===== src/pkg/sceh_pkg.sv =====
// Package for the storage controller error handling block.
// Assumes a single 40 MHz clock domain and a plain register port.
package sceh_pkg;

    // Register offsets (byte addresses on the plain port)
    localparam logic [7:0] ADDR_CTRL     = 8'h00;
    localparam logic [7:0] ADDR_STATUS   = 8'h04;
    localparam logic [7:0] ADDR_IRQ_STAT = 8'h08;
    localparam logic [7:0] ADDR_IRQ_MASK = 8'h0C;
    localparam logic [7:0] ADDR_LAST_CPL = 8'h10;
    localparam logic [7:0] ADDR_QUEUE    = 8'h14;

    // Control register fields
    localparam int CTRL_STOP_DMA_RD = 0;
    localparam int CTRL_STOP_DMA_WR = 1;
    localparam int CTRL_WIDTH       = 2;

    // Status register fields
    localparam int STAT_FATAL = 0;
    localparam int STAT_BUSY  = 1;
    localparam int STAT_HALT  = 2;

    // Interrupt status bits
    localparam int IRQ_CPL     = 0;
    localparam int IRQ_ABORTQ  = 1;
    localparam int IRQ_MEDIA   = 2;
    localparam int IRQ_WIDTH   = 3;

    // Status codes (generic and media)
    localparam logic [7:0] SC_SUCCESS       = 8'h00;
    localparam logic [7:0] SC_DATA_XFER_ERR = 8'h04;
    localparam logic [7:0] SC_ABORT_SQ_DEL  = 8'h08;
    localparam logic [7:0] SC_INTERNAL_ERR  = 8'h06;
    localparam logic [7:0] SC_WRITE_FAULT   = 8'h80;
    localparam logic [7:0] SC_UNREC_READ    = 8'h81;
    localparam logic [7:0] SC_GUARD_ERR     = 8'h82;
    localparam logic [7:0] SC_APPTAG_ERR    = 8'h83;

    localparam logic [2:0] SCT_GENERIC = 3'h0;
    localparam logic [2:0] SCT_MEDIA   = 3'h2;

    // Error condition vector positions
    localparam int ERR_WR_FAULT  = 0;
    localparam int ERR_RD_UNREC  = 1;
    localparam int ERR_GUARD     = 2;
    localparam int ERR_APPTAG    = 3;
    localparam int ERR_MEM_ABORT = 4;
    localparam int ERR_DRAM      = 5;
    localparam int ERR_PWR_LOSS  = 6;
    localparam int ERR_WIDTH     = 7;

    localparam logic [31:0] RESET_WORD = 32'h0000_0000;

    // Command completion request from the command engine
    typedef struct packed {
        logic [15:0] cid;
        logic [7:0]  sqid;
        logic        is_write;
        logic        limited_retry;
        logic        exhausted;
        logic [15:0] nlb;
        logic [ERR_WIDTH-1:0] err;
    } sceh_cmd_t;

    // Completion entry status posted to the queue logic
    typedef struct packed {
        logic [15:0] cid;
        logic [7:0]  sqid;
        logic [2:0]  sct;
        logic [7:0]  sc;
        logic        dnr;
        logic        more;
    } sceh_cpl_t;

endpackage


===== src/verilog/sceh_prio.sv =====
// Status code selection for one failing command.
// Pure combinational; fed from flops of the same clock.
`timescale 1ns/1ps
module sceh_prio (
    // Error inputs
    input  wire logic [sceh_pkg::ERR_WIDTH-1:0] err,
    // Selected status
    output logic                                 any_err,
    output logic [2:0]                           sct,
    output logic [7:0]                           sc
);
    // Generic codes are numerically below media codes, so checking them
    // first returns the lowest value when several conditions coexist.
    always_comb begin
        any_err = |err;
        sct     = sceh_pkg::SCT_GENERIC;
        sc      = sceh_pkg::SC_SUCCESS;
        if (err[sceh_pkg::ERR_MEM_ABORT]) begin
            sc = sceh_pkg::SC_DATA_XFER_ERR; // RULE13
        end else if (err[sceh_pkg::ERR_DRAM] || err[sceh_pkg::ERR_PWR_LOSS]) begin
            sc = sceh_pkg::SC_INTERNAL_ERR; // RULE14
        end else if (err[sceh_pkg::ERR_WR_FAULT]) begin
            sct = sceh_pkg::SCT_MEDIA; // RULE5
            sc  = sceh_pkg::SC_WRITE_FAULT;
        end else if (err[sceh_pkg::ERR_RD_UNREC]) begin
            sct = sceh_pkg::SCT_MEDIA;
            sc  = sceh_pkg::SC_UNREC_READ;
        end else if (err[sceh_pkg::ERR_GUARD]) begin
            sct = sceh_pkg::SCT_MEDIA;
            sc  = sceh_pkg::SC_GUARD_ERR;
        end else if (err[sceh_pkg::ERR_APPTAG]) begin
            sct = sceh_pkg::SCT_MEDIA;
            sc  = sceh_pkg::SC_APPTAG_ERR;
        end
    end
endmodule


===== src/verilog/sceh_top.sv =====
// Error reporting and recovery for a queue based storage controller.
// Assumes one clock, commands and queue events arrive from same-clock logic,
// and the fault pin is asynchronous.
// Summary of operation
// RULE1: Deleting SQ aborts its commands, frees resources
// RULE2: Host deletes and recreates a broken queue
// RULE3: Host resets controller on admin errors
// RULE4: Keep running; flag retry hint per failure
// RULE5: Media failure completes with media status code
// RULE6: Read error may stop DMA to host
// RULE7: Host ignores buffers of read-error commands
// RULE8: Write error may stop or finish DMA
// RULE9: Small failed write keeps previous data
// RULE10: Large failed write may keep either data
// RULE11: Limited retry bit selects recovery effort
// RULE12: Memory errors halt command, need host
// RULE13: Bad host pointer gives data transfer error
// RULE14: Internal error status, lowest code wins
// RULE15: Host ignores data of internal error commands
// RULE16: Unpostable completions set the fatal flag
// RULE17: Fatal flag never raises an interrupt
// RULE18: Host polls fatal flag, then reinitialises
// RULE19: Fatal flag clears only on reset
//
// Decided for this implementation: the register addresses and strobed register access.
`timescale 1ns/1ps
module sceh_top #(
    parameter int NUM_SQ   = 8,
    parameter int AWUPF    = 16
) (
    // Clock and reset
    input  wire logic                  clock,
    input  wire logic                  resetn,
    // Register port
    input  wire logic [7:0]            reg_addr,
    input  wire logic [31:0]           reg_wdata,
    input  wire logic                  reg_wr,
    input  wire logic                  reg_rd,
    output logic [31:0]                reg_rdata,
    // Command completion requests
    input  wire logic                  cmd_valid,
    input  wire sceh_pkg::sceh_cmd_t   cmd,
    // Queue management
    input  wire logic                  sq_delete,
    input  wire logic                  cq_delete,
    input  wire logic [7:0]            del_qid,
    input  wire logic [NUM_SQ-1:0]     sq_outstanding,
    // Completion posting path
    input  wire logic                  cq_post_fail,
    output logic                       cpl_valid,
    output sceh_pkg::sceh_cpl_t        cpl,
    // Data path control
    output logic                       dma_stop,
    output logic                       commit_write,
    output logic                       cmd_halt,
    output logic [NUM_SQ-1:0]          sq_abort,
    output logic                       q_release,
    output logic                       retry_more,
    // Fault input and status
    input  wire logic                  fault_pin,
    output logic                       controller_fatal_flag,
    output logic                       irq
);
    localparam int IW = sceh_pkg::IRQ_WIDTH;

    logic [sceh_pkg::CTRL_WIDTH-1:0] ctrl_ff;
    logic [IW-1:0]                   irq_stat_ff;
    logic [IW-1:0]                   irq_mask_ff;
    logic                            fatal_ff;
    logic                            halt_ff;
    logic                            fault_s1_ff;
    logic                            fault_s2_ff;
    logic                            cpl_valid_ff;
    sceh_pkg::sceh_cpl_t             cpl_ff;
    logic                            dma_stop_ff;
    logic                            commit_ff;
    logic                            more_ff;
    logic [NUM_SQ-1:0]               sq_abort_ff;
    logic                            q_release_ff;
    logic [31:0]                     rdata_ff;
    logic [IW-1:0]                   ev;
    logic                            any_err;
    logic [2:0]                      p_sct;
    logic [7:0]                      p_sc;
    logic                            is_read_err;
    logic                            small_write;
    logic                            mem_abort;
    logic                            do_cmd;

    function automatic logic hit(input logic [7:0] a, input logic [7:0] b);
        return a == b;
    endfunction

    sceh_prio u_prio (
        .err     (cmd.err),
        .any_err (any_err),
        .sct     (p_sct),
        .sc      (p_sc)
    );

    // Commands are dropped once halted or fatal; only a reset resumes
    assign do_cmd      = cmd_valid && !halt_ff && !fatal_ff;
    assign mem_abort   = cmd.err[sceh_pkg::ERR_MEM_ABORT];
    assign is_read_err = cmd.err[sceh_pkg::ERR_RD_UNREC] ||
                         (!cmd.is_write && cmd.err[sceh_pkg::ERR_GUARD]);
    // nlb is zero based, so a value below the unit size fits in one unit
    assign small_write = {16'h0000, cmd.nlb} < 32'(AWUPF);

    // Fault pin synchroniser
    // Only the second stage is read, so no logic sees a metastable value
    always_ff @(posedge clock or negedge resetn) begin
        if (!resetn) begin
            fault_s1_ff <= 1'b0;
            fault_s2_ff <= 1'b0;
        end else begin
            fault_s1_ff <= fault_pin;
            fault_s2_ff <= fault_s1_ff;
        end
    end

    // Sticky fatal flag, only reset clears it
    always_ff @(posedge clock or negedge resetn) begin
        if (!resetn) begin
            fatal_ff <= 1'b0;
        end else if (cq_post_fail || fault_s2_ff) begin
            fatal_ff <= 1'b1; // RULE16 RULE19
        end
    end

    // Host memory errors halt command processing until reset
    always_ff @(posedge clock or negedge resetn) begin
        if (!resetn) begin
            halt_ff <= 1'b0;
        end else if (do_cmd && mem_abort) begin
            halt_ff <= 1'b1; // RULE12
        end
    end

    // Completion builder
    always_ff @(posedge clock or negedge resetn) begin
        if (!resetn) begin
            cpl_valid_ff <= 1'b0;
            cpl_ff       <= '0;
            dma_stop_ff  <= 1'b0;
            commit_ff    <= 1'b0;
            more_ff      <= 1'b0;
        end else begin
            cpl_valid_ff <= do_cmd;
            dma_stop_ff  <= 1'b0;
            commit_ff    <= 1'b0;
            if (do_cmd) begin
                cpl_ff.cid  <= cmd.cid;
                cpl_ff.sqid <= cmd.sqid;
                cpl_ff.sct  <= p_sct; // RULE5 RULE13 RULE14
                cpl_ff.sc   <= p_sc;
                // Retry hint: reissue may succeed unless recovery is exhausted
                // or the fault is a host memory abort
                cpl_ff.dnr  <= any_err && (cmd.exhausted || mem_abort); // RULE4
                cpl_ff.more <= any_err;
                // Limited retry or exhausted recovery skips further recovery; full recovery otherwise
                more_ff     <= any_err && !cmd.limited_retry && !cmd.exhausted; // RULE11
                if (is_read_err) begin
                    dma_stop_ff <= ctrl_ff[sceh_pkg::CTRL_STOP_DMA_RD]; // RULE6
                end else if (cmd.is_write && any_err) begin
                    dma_stop_ff <= ctrl_ff[sceh_pkg::CTRL_STOP_DMA_WR]; // RULE8
                end
                // A bad host pointer leaves nothing valid to move
                if (mem_abort) begin
                    dma_stop_ff <= 1'b1; // RULE13
                end
                // Failed writes within the atomic unit never commit; larger
                // ones commit partially, so either data may be read back
                commit_ff <= cmd.is_write && (!any_err || !small_write); // RULE9 RULE10
            end
        end
    end

    // Queue deletion: abort outstanding commands and free resources
    always_ff @(posedge clock or negedge resetn) begin
        if (!resetn) begin
            sq_abort_ff  <= '0;
            q_release_ff <= 1'b0;
        end else begin
            q_release_ff <= sq_delete || cq_delete; // RULE1
            for (int i = 0; i < NUM_SQ; i++) begin
                sq_abort_ff[i] <= sq_delete && hit(del_qid, 8'(i)) &&
                                  sq_outstanding[i]; // RULE1
            end
        end
    end

    // Events: completion, queue abort, media error. Fatal is not an event.
    assign ev[sceh_pkg::IRQ_CPL]    = cpl_valid_ff;
    assign ev[sceh_pkg::IRQ_ABORTQ] = |sq_abort_ff;
    assign ev[sceh_pkg::IRQ_MEDIA]  = cpl_valid_ff && (cpl_ff.sct == sceh_pkg::SCT_MEDIA);

    // Register writes
    always_ff @(posedge clock or negedge resetn) begin
        if (!resetn) begin
            ctrl_ff     <= '0;
            irq_mask_ff <= '0;
        end else if (reg_wr) begin
            if (hit(reg_addr, sceh_pkg::ADDR_CTRL)) begin
                ctrl_ff <= reg_wdata[sceh_pkg::CTRL_WIDTH-1:0];
            end
            if (hit(reg_addr, sceh_pkg::ADDR_IRQ_MASK)) begin
                irq_mask_ff <= reg_wdata[IW-1:0];
            end
        end
    end

    // Sticky status; a new event wins over a write-one clear
    always_ff @(posedge clock or negedge resetn) begin
        if (!resetn) begin
            irq_stat_ff <= '0;
        end else begin
            for (int i = 0; i < IW; i++) begin
                if (ev[i]) begin
                    irq_stat_ff[i] <= 1'b1;
                end else if (reg_wr && hit(reg_addr, sceh_pkg::ADDR_IRQ_STAT) &&
                             reg_wdata[i]) begin
                    irq_stat_ff[i] <= 1'b0;
                end
            end
        end
    end

    // Register reads, data one cycle later
    always_ff @(posedge clock or negedge resetn) begin
        if (!resetn) begin
            rdata_ff <= sceh_pkg::RESET_WORD;
        end else if (reg_rd) begin
            rdata_ff <= sceh_pkg::RESET_WORD;
            case (reg_addr)
                sceh_pkg::ADDR_CTRL: begin
                    rdata_ff[sceh_pkg::CTRL_WIDTH-1:0] <= ctrl_ff;
                end
                sceh_pkg::ADDR_STATUS: begin
                    rdata_ff[sceh_pkg::STAT_FATAL] <= fatal_ff; // RULE17
                    rdata_ff[sceh_pkg::STAT_BUSY]  <= cpl_valid_ff;
                    rdata_ff[sceh_pkg::STAT_HALT]  <= halt_ff;
                end
                sceh_pkg::ADDR_IRQ_STAT: begin
                    rdata_ff[IW-1:0] <= irq_stat_ff;
                end
                sceh_pkg::ADDR_IRQ_MASK: begin
                    rdata_ff[IW-1:0] <= irq_mask_ff;
                end
                sceh_pkg::ADDR_LAST_CPL: begin
                    rdata_ff[31:0] <= {cpl_ff.cid, cpl_ff.sc, 2'b00, cpl_ff.dnr,
                                       cpl_ff.more, 1'b0, cpl_ff.sct};
                end
                sceh_pkg::ADDR_QUEUE: begin
                    rdata_ff[NUM_SQ-1:0] <= sq_outstanding;
                end
                default: begin
                    rdata_ff <= sceh_pkg::RESET_WORD;
                end
            endcase
        end else begin
            rdata_ff <= sceh_pkg::RESET_WORD;
        end
    end

    assign reg_rdata             = rdata_ff;
    assign cpl_valid             = cpl_valid_ff;
    assign cpl                   = cpl_ff;
    assign dma_stop              = dma_stop_ff;
    assign commit_write          = commit_ff;
    assign cmd_halt              = halt_ff;
    assign sq_abort              = sq_abort_ff;
    assign q_release             = q_release_ff;
    assign retry_more            = more_ff;
    assign controller_fatal_flag = fatal_ff;
    // The fatal flag is deliberately absent from the interrupt path
    assign irq                   = |(irq_stat_ff & irq_mask_ff); // RULE17
endmodule


===== config.mk =====
export PLATFORM = sky130hd
export DESIGN_NAME = sceh_top
export DESIGN_NICKNAME = d
export VERILOG_FILES = /design/src/pkg/sceh_pkg.sv /design/src/verilog/sceh_prio.sv /design/src/verilog/sceh_top.sv
export SDC_FILE = /design/constraint.sdc
export NUM_CORES = 1
export LEC_CHECK = 0
export ABC_AREA = 1
export BUFFER_PORTS_ARGS = -buffer_cell sky130_fd_sc_hd__buf_4
export CAP_MARGIN = 20
export CORE_MARGIN = 2
export CORE_UTILIZATION = 49
export CTS_CLUSTER_SIZE = 30
export DETAILED_ROUTE_END_ITERATION = 12
export GPL_TIMING_DRIVEN = 0
export PLACE_DENSITY = 0.85
export RECOVER_POWER = 50
export SYNTH_ARGS = -nofsm -noshare
export SYNTH_HDL_FRONTEND = slang
export SYNTH_HIERARCHICAL = 1
export SYNTH_SLANG_ARGS = --single-unit
export TNS_END_PERCENT = 50

===== constraint.sdc =====
create_clock -name clock -period 3.1 [get_ports clock]
set_clock_uncertainty 0.2 [all_clocks]
set_input_delay 0.31 -clock clock [delete_from_list [all_inputs] [get_ports clock]]
set_output_delay 0.31 -clock clock [all_outputs]
set_load 0.03 [all_outputs]

==> results of run 1 <==
==> area by class of cell <==
class | instances | area share (%)
multi-input cells | 254 | 19.83
flip-flops and latches | 94 | 40.56
repair buffers | 202 | 27.81
plain buffers | 18 | 1.726
well taps | 102 | 2.201
inverters | 62 | 4.013
clock buffers | 12 | 2.503
clock inverters | 4 | 1.359
==> worst paths after layout <==
path	to	cells after the start
max	retry_more	6
min	sq_abort[1]	3
max reg2reg	retry_more	6
min reg2reg	fault_s2_ff	0
max in group asynchronous	cpl[10]	3
min in group asynchronous	cpl[15]	2
==> per-layer routing <==
metal  vias up  track usage, %
met3        36           3.787
met4         0           12.50
li1       1736               -
met1      1708           31.89
met5         -               0
met2       151           46.98
==> worst reg2reg max path: stages, from the launching register on <==
cell	delay [ns]
dfrtp_1	0.43
inv_1	0.09
nand3_1	0.19
inv_2	0.21
nand2_1	0.13
o31ai_1	0.29
dlygate4sd3_1	0.61
==> cell usage after synthesis <==
cell type  instances  area share, %
inv_1             56            5.4
a21oi_1            7           0.90
nor2_4             3           0.87
nand3b_1           1           0.19
or2_2              1           0.16
nand2_4            2           0.58
clkbuf_1           2           0.19
nand4_1            4           0.64
o211ai_1           1           0.19
o22ai_1            3           0.48
nand3_1           21            2.7
nor3_1             4           0.51
conb_1             1          0.096
nor2b_2            1           0.22
nand2_2            3           0.48
buf_4              9            1.7
dfrtp_1           94             60
nor4_1             6           0.96
inv_2              6           0.58
nand3_2            2           0.51
nor2_8             1           0.51
nor2_1            55            5.3
nand3_4            2           0.90
nand2_1           91            8.8
buf_6              2           0.58
o21ai_0           32            4.1
o31ai_1            2           0.39
and3_1             1           0.16
nor2_2             4           0.64
a31oi_1            1           0.16
buf_2              5           0.64
==> kinds of logic after synthesis <==
logic type,count (synthesis),synth area share [%]
compound gates,46,6.234
flops,94,60.41
simple gates,202,24.13
other cells,1,0.09631
buf+inv,80,9.126
==> registers in the layout, indices dropped and copies added (netlist names) <==
name / flops
controller_fatal_flag: 1
irq_stat_ff: 3
dma_stop: 1
cpl: 37
irq_mask_ff: 3
cmd_halt: 1
reg_rdata: 32
cpl_valid: 1
fault_s2_ff: 1
ctrl_ff: 2
commit_write: 1
fault_s1_ff: 1
q_release: 1
retry_more: 1
sq_abort: 8
==> metrics by stage <==
step                setup slack, ns  cell area (um^2)  utilization [%]  power [mW]
floorplan                     1.614              3913                -       1.326
global placement              1.433              5286            68.41       1.450
detailed placement            1.407              5314            68.77       1.460
CTS                           1.150              5888            76.20       2.388
global route                 0.7701              5799            75.05       2.453
finish                       0.8910              5799            75.05       2.369
==> power breakdown <==
part / internal [mW] / leakage, nW / switching [mW] / total [mW]
Combinational: 0.121 / 1.99 / 0.104 / 0.225
Clock: 0.484 / 0.109 / 0.420 / 0.903
Sequential: 1.23 / 1.14 / 0.00670 / 1.24
==> metrics, run 1 <==
status=finished, final reports clean; Reg clk slew, reported paths=0.09 ns; PwrDens=408.6 mW/mm^2; leakage power=3.235 nW; cts bufs inserted=9; via count of the first global-routing pass=3,748; Worst Path Max Fanout=10; Hold Crit Start=sq_outstanding[1]; CP peak stage delay=0.61 ns; WHS=0.01933 ns; fin nets=756; Post-DRT Antenna Nets=0; first-pass GRT wire length=~18,000 um; Remaining DRCs=0; wire per inst=14.97 um; met3 WL=581 um; setup TNS=0 ns; H-tree Lvls=3; core area=0.007727 mm^2; CTS sink count=94; DIE HEIGHT=a little over 90 um; Ports=200; critical path launch point type=register; worst-margin pin slew=between 1 and 1.5 ns; fin crit share=a little over 70%; clk root buf=clkbuf_8; Row Count=32; Final min period=2.209 ns; Seq/Total Area, Yosys=roughly three fifths; DP HPWL=7699 um; first-iteration detailed-routing DRC count=131; Max VDD drop=0.3043 mV; Syn Area/Cell=9.205 um^2; unrepaired setup endpoints after global routing=false; Max Fclk=452.7 MHz; CP startpoint=cmd_halt; Critical Path AT=2.29 ns; gr ovfl total=0; Post-CTS Hold Fix Bufs=35; Die Wd=93.14 um; Multi-input gate area=0.001150 mm^2; Final setup viols=0; WP data required=3.18 ns; Netlist cell types=31; crit-path leading delay family=buffers and inverters; die area=~0.0087 mm^2; CP max-delay cell=dlygate4sd3_1; #FFs+latches synth=94; largest net degree at the start of global routing=74; Final GP Congestion=0.9118; Yosys Warn Count=6; met2 wire length=5817 um; Metal-1 WL=4412 um; final WL=11,200 um; Hold Vio Cnt, Final=0; initial core utilization=50.39%; r2r setup slk=a little under 0.9 ns; area grow syn2layout=48.94%; CTS tree=done; Pins Over Slew Limit=0; clock latency on the worst-skew pair=0.34 ns; Via Count=~3,600; post-CTS sizing=0; Cells after Synth=423; max cap viols=0; number of port buffers=about 170; worst r2r src=cmd_halt; Top Layer Used=met4; GRT Overall Usage=26.52%; CP endpoint kind=register; Fillers=563; TritonRoute pass-1 iters=5; antenna diode count=0; Cell Count, Final, Fillers Out=about 750; Worst slew margin=11.60%; antenna violations before repair=0; most frequent cells in the layout=buf_4, dfrtp_1, nand2_1; Max Root-Sink Buffers=2; mapped cell area=roughly 0.0039 mm^2; layout cell share with drive strength beyond 1=31.89%; Hold WC Path Type=primary input to register; Post-CTS Setup Bufs=0; buffers and inverters on the worst path=3; register area=0.002352 mm^2; placed cell count=697; critical path class=register to register; most common cell after layout, fill and taps aside=buf_4; post-DR vias/cell=4.854; CP cell instances=inv_1 > nand3_1 > inv_2 > nand2_1 > o31ai_1 > dlygate4sd3_1
Note: power is estimated with default switching activity, not from simulation.
==> inputs of run 2 (changes only) <==
Settings changed: CORE_UTILIZATION 49 to 46, PLACE_DENSITY 0.85 to 0.81.
Clock period 3.1 ns to 2.2 ns, I/O delays scaled along.
==> run 2 against run 1 <==
Cell count increased by 4.5%. Critical path type unchanged. Flip-flop and latch count unchanged. Setup slack got worse by 0.71 ns. Clock power increased by 13%. Cell area increased by 4.6%. Non-clock buffer count increased by 31. Via count increased by 6.7%. Critical path depth unchanged. Total power increased by 32%. Register-to-register slack got worse by 0.71 ns. Global-route usage increased by 0.74 points.
==> metrics, run 2 (synthesis results as in run 1) <==
core area=0.008217 mm^2 (was 0.007727 mm^2); most common cell after layout, fill and taps aside=buf_4 (unchanged); CP endpoint kind=register (unchanged); Comb pwr share=11.5% (was 9.5%); Cell Count, Final, Fillers Out=782 (was 748); initial core utilization=47.39% (was 50.39%); CP peak stage delay=0.58 ns (was 0.61 ns); unrepaired setup endpoints after global routing=false (unchanged); CP cell instances=inv_1 > nand3_2 > inv_2 > nand2_1 > o31ai_1 > dlygate4sd3_1 (was inv_1 > nand3_1 > inv_2 > nand2_1 > o31ai_1 > dlygate4sd3_1); Final setup viols=0 (unchanged); max cap viols=0 (unchanged); number of port buffers=166 (unchanged); hold path depth=4 (was 3); area grow syn2layout=55.72% (was 48.94%); critical path launch point type=register (unchanged); Via Count=3,876 (was 3,631); setup TNS=0 ns (unchanged); worst reg2reg path depth=6 (unchanged); Worst Path Max Fanout=10 (unchanged); first-pass GRT wire length=19,180 um (was 17,860 um); status=finished, final reports clean (unchanged); die area=0.009217 mm^2 (was 0.008675 mm^2); Row Count=33 (was 32); clk root buf=clkbuf_8 (unchanged); layout cell share with drive strength beyond 1=30.72% (was 31.89%); first-iteration detailed-routing DRC count=218 (was 131); DP HPWL=7943 um (was 7699 um); GRT Overall Usage=27.26% (was 26.52%); P_sw=0.7745 mW (was 0.5305 mW); CTS sink count=94 (unchanged); wire per inst=15.32 um (was 14.97 um); internal power=2.357 mW (was 1.839 mW); H-tree Lvls=3 (unchanged); leakage power=3.316 nW (was 3.235 nW); Hold WC Path Type=primary input to register (unchanged); TritonRoute pass-1 iters=5 (unchanged); sw frac=24.74% (was 22.39%); worst slack at placement=0.4603 ns (was 1.407 ns); Flop pwr share=55.8% (was 52.4%); clock share of power=32.7% (was 38.1%); fin nets=787 (was 756); CP max-delay cell=dlygate4sd3_1 (unchanged); post-DR vias/cell=4.957 (was 4.854); Multi-input gate area=0.001162 mm^2 (was 0.001150 mm^2); Pins Over Slew Limit=0 (unchanged); Critical Path AT=2.11 ns (was 2.29 ns); antenna violations before repair=0 (unchanged); most frequent cells in the layout=buf_4, dfrtp_1, nand2_1 (unchanged); critical path class=register to register (unchanged); CTS tree=done (unchanged); Hold Vio Cnt, Final=0 (unchanged); Worst slew margin=20.76% (was 11.60%); clock latency on the worst-skew pair=0.35 ns (was 0.34 ns); placed cell count=700 (was 697); final WL=11,980 um (was 11,200 um); register area=0.002352 mm^2 (unchanged); PnR worst setup slack=0.1761 ns (was 0.8910 ns); WP data required=2.29 ns (was 3.18 ns); worst-margin pin slew=1.189 ns (was 1.326 ns); PwrDens=516.4 mW/mm^2 (was 408.6 mW/mm^2); antenna diode count=0 (unchanged); Remaining DRCs=0 (unchanged); WHS=0.01456 ns (was 0.01933 ns); post-CTS sizing=0 (unchanged); cts bufs inserted=9 (unchanged); via count of the first global-routing pass=4,157 (was 3,748); Reg clk slew, reported paths=0.09 ns (about the same); Max Fclk=494.1 MHz (was 452.7 MHz); Fillers=566 (was 563); Final min period=2.024 ns (was 2.209 ns); Max Root-Sink Buffers=2 (unchanged); Post-CTS Setup Bufs=0 (unchanged); Ports=200 (unchanged); gr ovfl total=0 (unchanged); largest net degree at the start of global routing=76 (was 74); Final GP Congestion=0.9537 (was 0.9118); Max VDD drop=0.4244 mV (was 0.3043 mV); Post-CTS Hold Fix Bufs=66 (was 35); number of flip-flops in the largest register=37 (unchanged); Core Util, Final=73.79% (was 75.05%); fin crit share=91.99% (was 71.26%); DIE HEIGHT=96.01 um (was 93.14 um); Die Wd=96.01 um (was 93.14 um); Post-DRT Antenna Nets=0 (unchanged)
-- run 2: worst paths after layout --
kind	from	to	slack, ns
max	cmd_halt	retry_more	0.18
min reg2reg	fault_s1_ff	fault_s2_ff	0.16
min	cmd[1]	dma_stop	0.01
min in group asynchronous	resetn	cpl[22]	0.43
max in group asynchronous	resetn	reg_rdata[1]	0.44
max reg2reg	cmd_halt	retry_more	0.18
-- run 2: stage by stage --
step	power, mW	cell area [um^2]
after global placement	2.044	5290
after floorplan	1.868	3913
after global routing	3.267	6063
after detailed placement	2.059	5318
after CTS	3.151	6151
final	3.131	6063
-- run 2: area by class of cell --
type	count	share of cell area, %
Buffer	18	1.713
Timing Repair Buffer	233	31.47
Sequential cell	94	38.79
Inverter	62	3.838
Multi-Input combinational cell	254	19.17
Clock buffer	10	2.105
Clock inverter	6	0.7429
Tap cell	105	2.167
-- run 2: routing by layer --
layer / global-route usage (%) / up-vias / wire length [um]
li1: - / 1801 / -
met1: 32.19 / 1854 / 4565
met2: 46.76 / 180 / 6061
met3: 6.578 / 41 / 879
met4: 12.74 / 0 / 470
met5: 0 / - / 0
-- run 2: power by group through the flow --
| stage | clock, mW | sequential, mW | combinational, mW |
|---|---|---|---|
| after detailed placement | 0 | 1.78 | 0.276 |
| final | 1.02 | 1.75 | 0.360 |
| after global placement | 0 | 1.78 | 0.262 |
| after CTS | 1.04 | 1.75 | 0.360 |
| after global routing | 1.13 | 1.75 | 0.391 |
| after floorplan | 0 | 1.78 | 0.0835 |
-- run 2: worst max-delay path: cells and delay by family, from the launching register on --
family	cells	cell delay, ns
simple gates	2	0.26
buf+inv	3	0.89
flops	1	0.44
compound gates	1	0.19
==> inputs of run 3 (changes only) <==
Settings changed: CORE_UTILIZATION 46 to 44, PLACE_DENSITY 0.81 to 0.8, SETUP_SLACK_MARGIN set to 0.1, SYNTH_HIERARCHICAL 1 to unset.
Clock period 2.2 ns to 2.21 ns, I/O delays scaled along.
==> run 3 against run 2 <==
Sequential power shrank 12%. Combinational power increased by 4%. Via count down 9.0%. Total power shrank 2.9%. First-iteration DRC count is 44% lower.
==> metrics, run 3 <==
Critical Path AT=2.04 ns (was 2.11 ns); layout cell share with drive strength beyond 1=35.55% (was 30.72%); Final setup viols=0 (unchanged); critical path class=primary input to register (was register to register); Reg clk slew, reported paths=0.09 ns (about the same); register area=0.002077 mm^2 (was 0.002352 mm^2); H-tree Lvls=3 (unchanged); Hold WC Path Type=primary input to register (unchanged); largest net degree at the start of global routing=84 (was 76); PnR worst setup slack=0.1994 ns (was 0.1761 ns); DIE HEIGHT=94.01 um (was 96.01 um); Multi-input gate area=0.001146 mm^2 (was 0.001162 mm^2); CTS sink count=83 (was 94); antenna violations before repair=0 (unchanged); Core Util, Final=74.15% (was 73.79%); initial core utilization=45.66% (was 47.39%); CP peak stage delay=0.56 ns (was 0.58 ns); Synth async-reset ratio=100.0% (unchanged); hold path depth=3 (was 4); number of flip-flops in the largest register=30 (was 37); buffers and inverters on the worst path=4 (was 3); Max Root-Sink Buffers=2 (unchanged); unrepaired setup endpoints after global routing=true (was false); Main synth FF type=dfrtp_1 (unchanged); grt met1 use=28.43% (was 32.19%); fin nets=743 (was 787); Seq/Total Area, Yosys=58.27% (was 60.41%); status=finished, final reports clean (unchanged); number of synthesized flops with an enable pin=0 (unchanged); CTS tree=done (unchanged); Final Cell Area=0.005789 mm^2 (was 0.006063 mm^2); final WL=11,170 um (was 11,980 um); wire per inst=15.19 um (was 15.32 um); WP data required=2.24 ns (was 2.29 ns); M2 GR Usage=47.92% (was 46.76%); gr busiest metal=met2 (unchanged); Synth area leader=dfrtp_1 (unchanged); worst-margin pin slew=0.8677 ns (was 1.189 ns); first-iteration detailed-routing DRC count=123 (was 218); worst reg2reg path depth=7 (was 6); Ports=200 (unchanged); first-pass GRT wire length=17,570 um (was 19,180 um); placed inst area=0.004897 mm^2 (was 0.005318 mm^2); Cells after Synth=380 (was 423); grt met3 use=5.778% (was 6.578%); critical path launch point type=primary input (was register); CP endpoint kind=register (unchanged); Max VDD drop=0.3852 mV (was 0.4244 mV); Via Count=3,527 (was 3,876); setup TNS=0 ns (unchanged); most frequent cells after synthesis=dfrtp_1, nand2_1, inv_1 (unchanged); cts bufs inserted=9 (unchanged); Row Count=32 (was 33); Total Power=3.040 mW (was 3.131 mW); fin crit share=90.98%; leakage power=3.142 nW (was 3.316 nW); antenna diode count=0 (unchanged); Yosys top cell area share=58.27% (was 60.41%); clock latency on the worst-skew pair=0.35 ns (about the same); number of port buffers=156 (was 166); ranking of synthesized cells by area=dfrtp_1, nand2_1, inv_1 (unchanged); DP HPWL=7050 um (was 7943 um); most numerous cell in the Yosys netlist=dfrtp_1 (unchanged); most frequent cells in the layout=buf_4, dfrtp_1, nand2_1 (unchanged); Worst Path Max Fanout=3 (was 10); mapped cell area=0.003565 mm^2 (was 0.003894 mm^2); Post-CTS Setup Bufs=0 (unchanged); CP most frequent cell=dlygate4sd3_1; Hold Vio Cnt, Final=0 (unchanged); PwrDens=525.1 mW/mm^2 (was 516.4 mW/mm^2); Die Wd=94.01 um (was 96.01 um); Max Fclk=497.4 MHz; clk root buf=clkbuf_8 (unchanged); r2r setup slk=0.25 ns (was 0.18 ns); worst slack at placement=0.7452 ns (was 0.4603 ns); core area=0.007807 mm^2 (was 0.008217 mm^2); Final min period=2.011 ns; Final GP Congestion=0.8925 (was 0.9537); area grow syn2layout=62.41% (was 55.72%); post-DR vias/cell=4.799 (was 4.957); gr ovfl total=0 (unchanged); Pins Over Slew Limit=0 (unchanged); Worst slew margin=42.15% (was 20.76%); CP cell instances=dlygate4sd3_1 > buf_4 > inv_1 > nand2_1 > nor3_2 > a21oi_2 > o21ai_0 > dlygate4sd3_1 > o21ai_1 (was inv_1 > nand3_2 > inv_2 > nand2_1 > o31ai_1 > dlygate4sd3_1); GRT Overall Usage=26.18% (was 27.26%); Netlist cell types=31 (unchanged); most common cell after layout, fill and taps aside=buf_4 (unchanged); crit-path leading delay family=buffers and inverters (unchanged); via count of the first global-routing pass=3,763 (was 4,157); Worst path depth=9 (was 6); die area=0.008838 mm^2 (was 0.009217 mm^2); Fillers=567 (was 566); Post-DRT Antenna Nets=0 (unchanged); Yosys Warn Count=0 (was 6); #FFs+latches synth=83 (was 94); Remaining DRCs=0 (unchanged); TritonRoute pass-1 iters=5 (unchanged); CP max-delay cell=dlygate4sd3_1 (unchanged); Syn Area/Cell=9.381 um^2 (was 9.205 um^2); max cap viols=0 (unchanged)
run 3: cell types whose count changed after synthesis, sizes merged, moves of 2 or more:
cell | previous run | this run
dfrtp | 94 | 83
nor2 | 63 | 54
clkbuf | 2 | 0
buf | 16 | 19
inv | 62 | 55
nand2 | 96 | 87
o21ai | 32 | 26
run 3: path summary, 6_finish.rpt:
check	start	to
setup reg to reg	controller_fatal_flag	commit_write
hold / removal	cmd[1]	cpl[2]
setup / recovery	cmd[0]	cpl[1]
min in group asynchronous	resetn	cpl[20]
hold reg to reg	fault_s1_ff	fault_s2_ff
max in group asynchronous	resetn	reg_rdata[30]
run 3: report_power, final:
part | internal [mW] | total [mW] | switching [mW]
clock network | 0.532 | 1.13 | 0.596
registers | 1.53 | 1.54 | 0.00742
logic | 0.203 | 0.376 | 0.173
run 3: repair_timing:
item                                   in CTS  in global routing
setup endpoints to repair                   0                  4
endpoints found under the hold margin     140                  2
gates resized for setup                     0                  4
hold buffers                               69                  2
run 3: cell type report:
class	instances	share of cell area (%)
flip-flops and latches	83	35.88
repair buffers	228	32.66
multi-input cells	232	19.80
inverters	55	3.566
plain buffers	19	2.442
well taps	102	2.204
clock buffers	9	2.140
clock inverters	7	1.318
run 3: cells by family after synthesis:
kind of cell	after synthesis	share of synthesized area [%]
AND/OR/NAND/NOR	183	25.55
other	1	0.1052
flip-flops	83	58.27
buffers and inverters	74	10.18
AO/OA/AOI/OAI	39	5.897
run 3: through the flow:
step	hold WS, ns	cells
finish	0.01379	735
global route	0.01298	735
CTS	0.003114	732
detailed placement	0.1327	647
global placement	0.1328	647
floorplan	-0.2746	389
run 3: worst reg2reg max path, stage by stage (launching register included):
cell and delay (ns):
dfrtp_1 0.42, inv_2 0.09, nand3_2 0.16, inv_2 0.10
buf_2 0.22, nand3_1 0.09, dlygate4sd3_1 0.57, inv_1 0.06
run 3: per-layer routing:
layer	vias up	wire length [um]
li1	1657	-
met1	1668	3956
met2	161	6116
met3	41	718
met4	0	377
met5	-	0
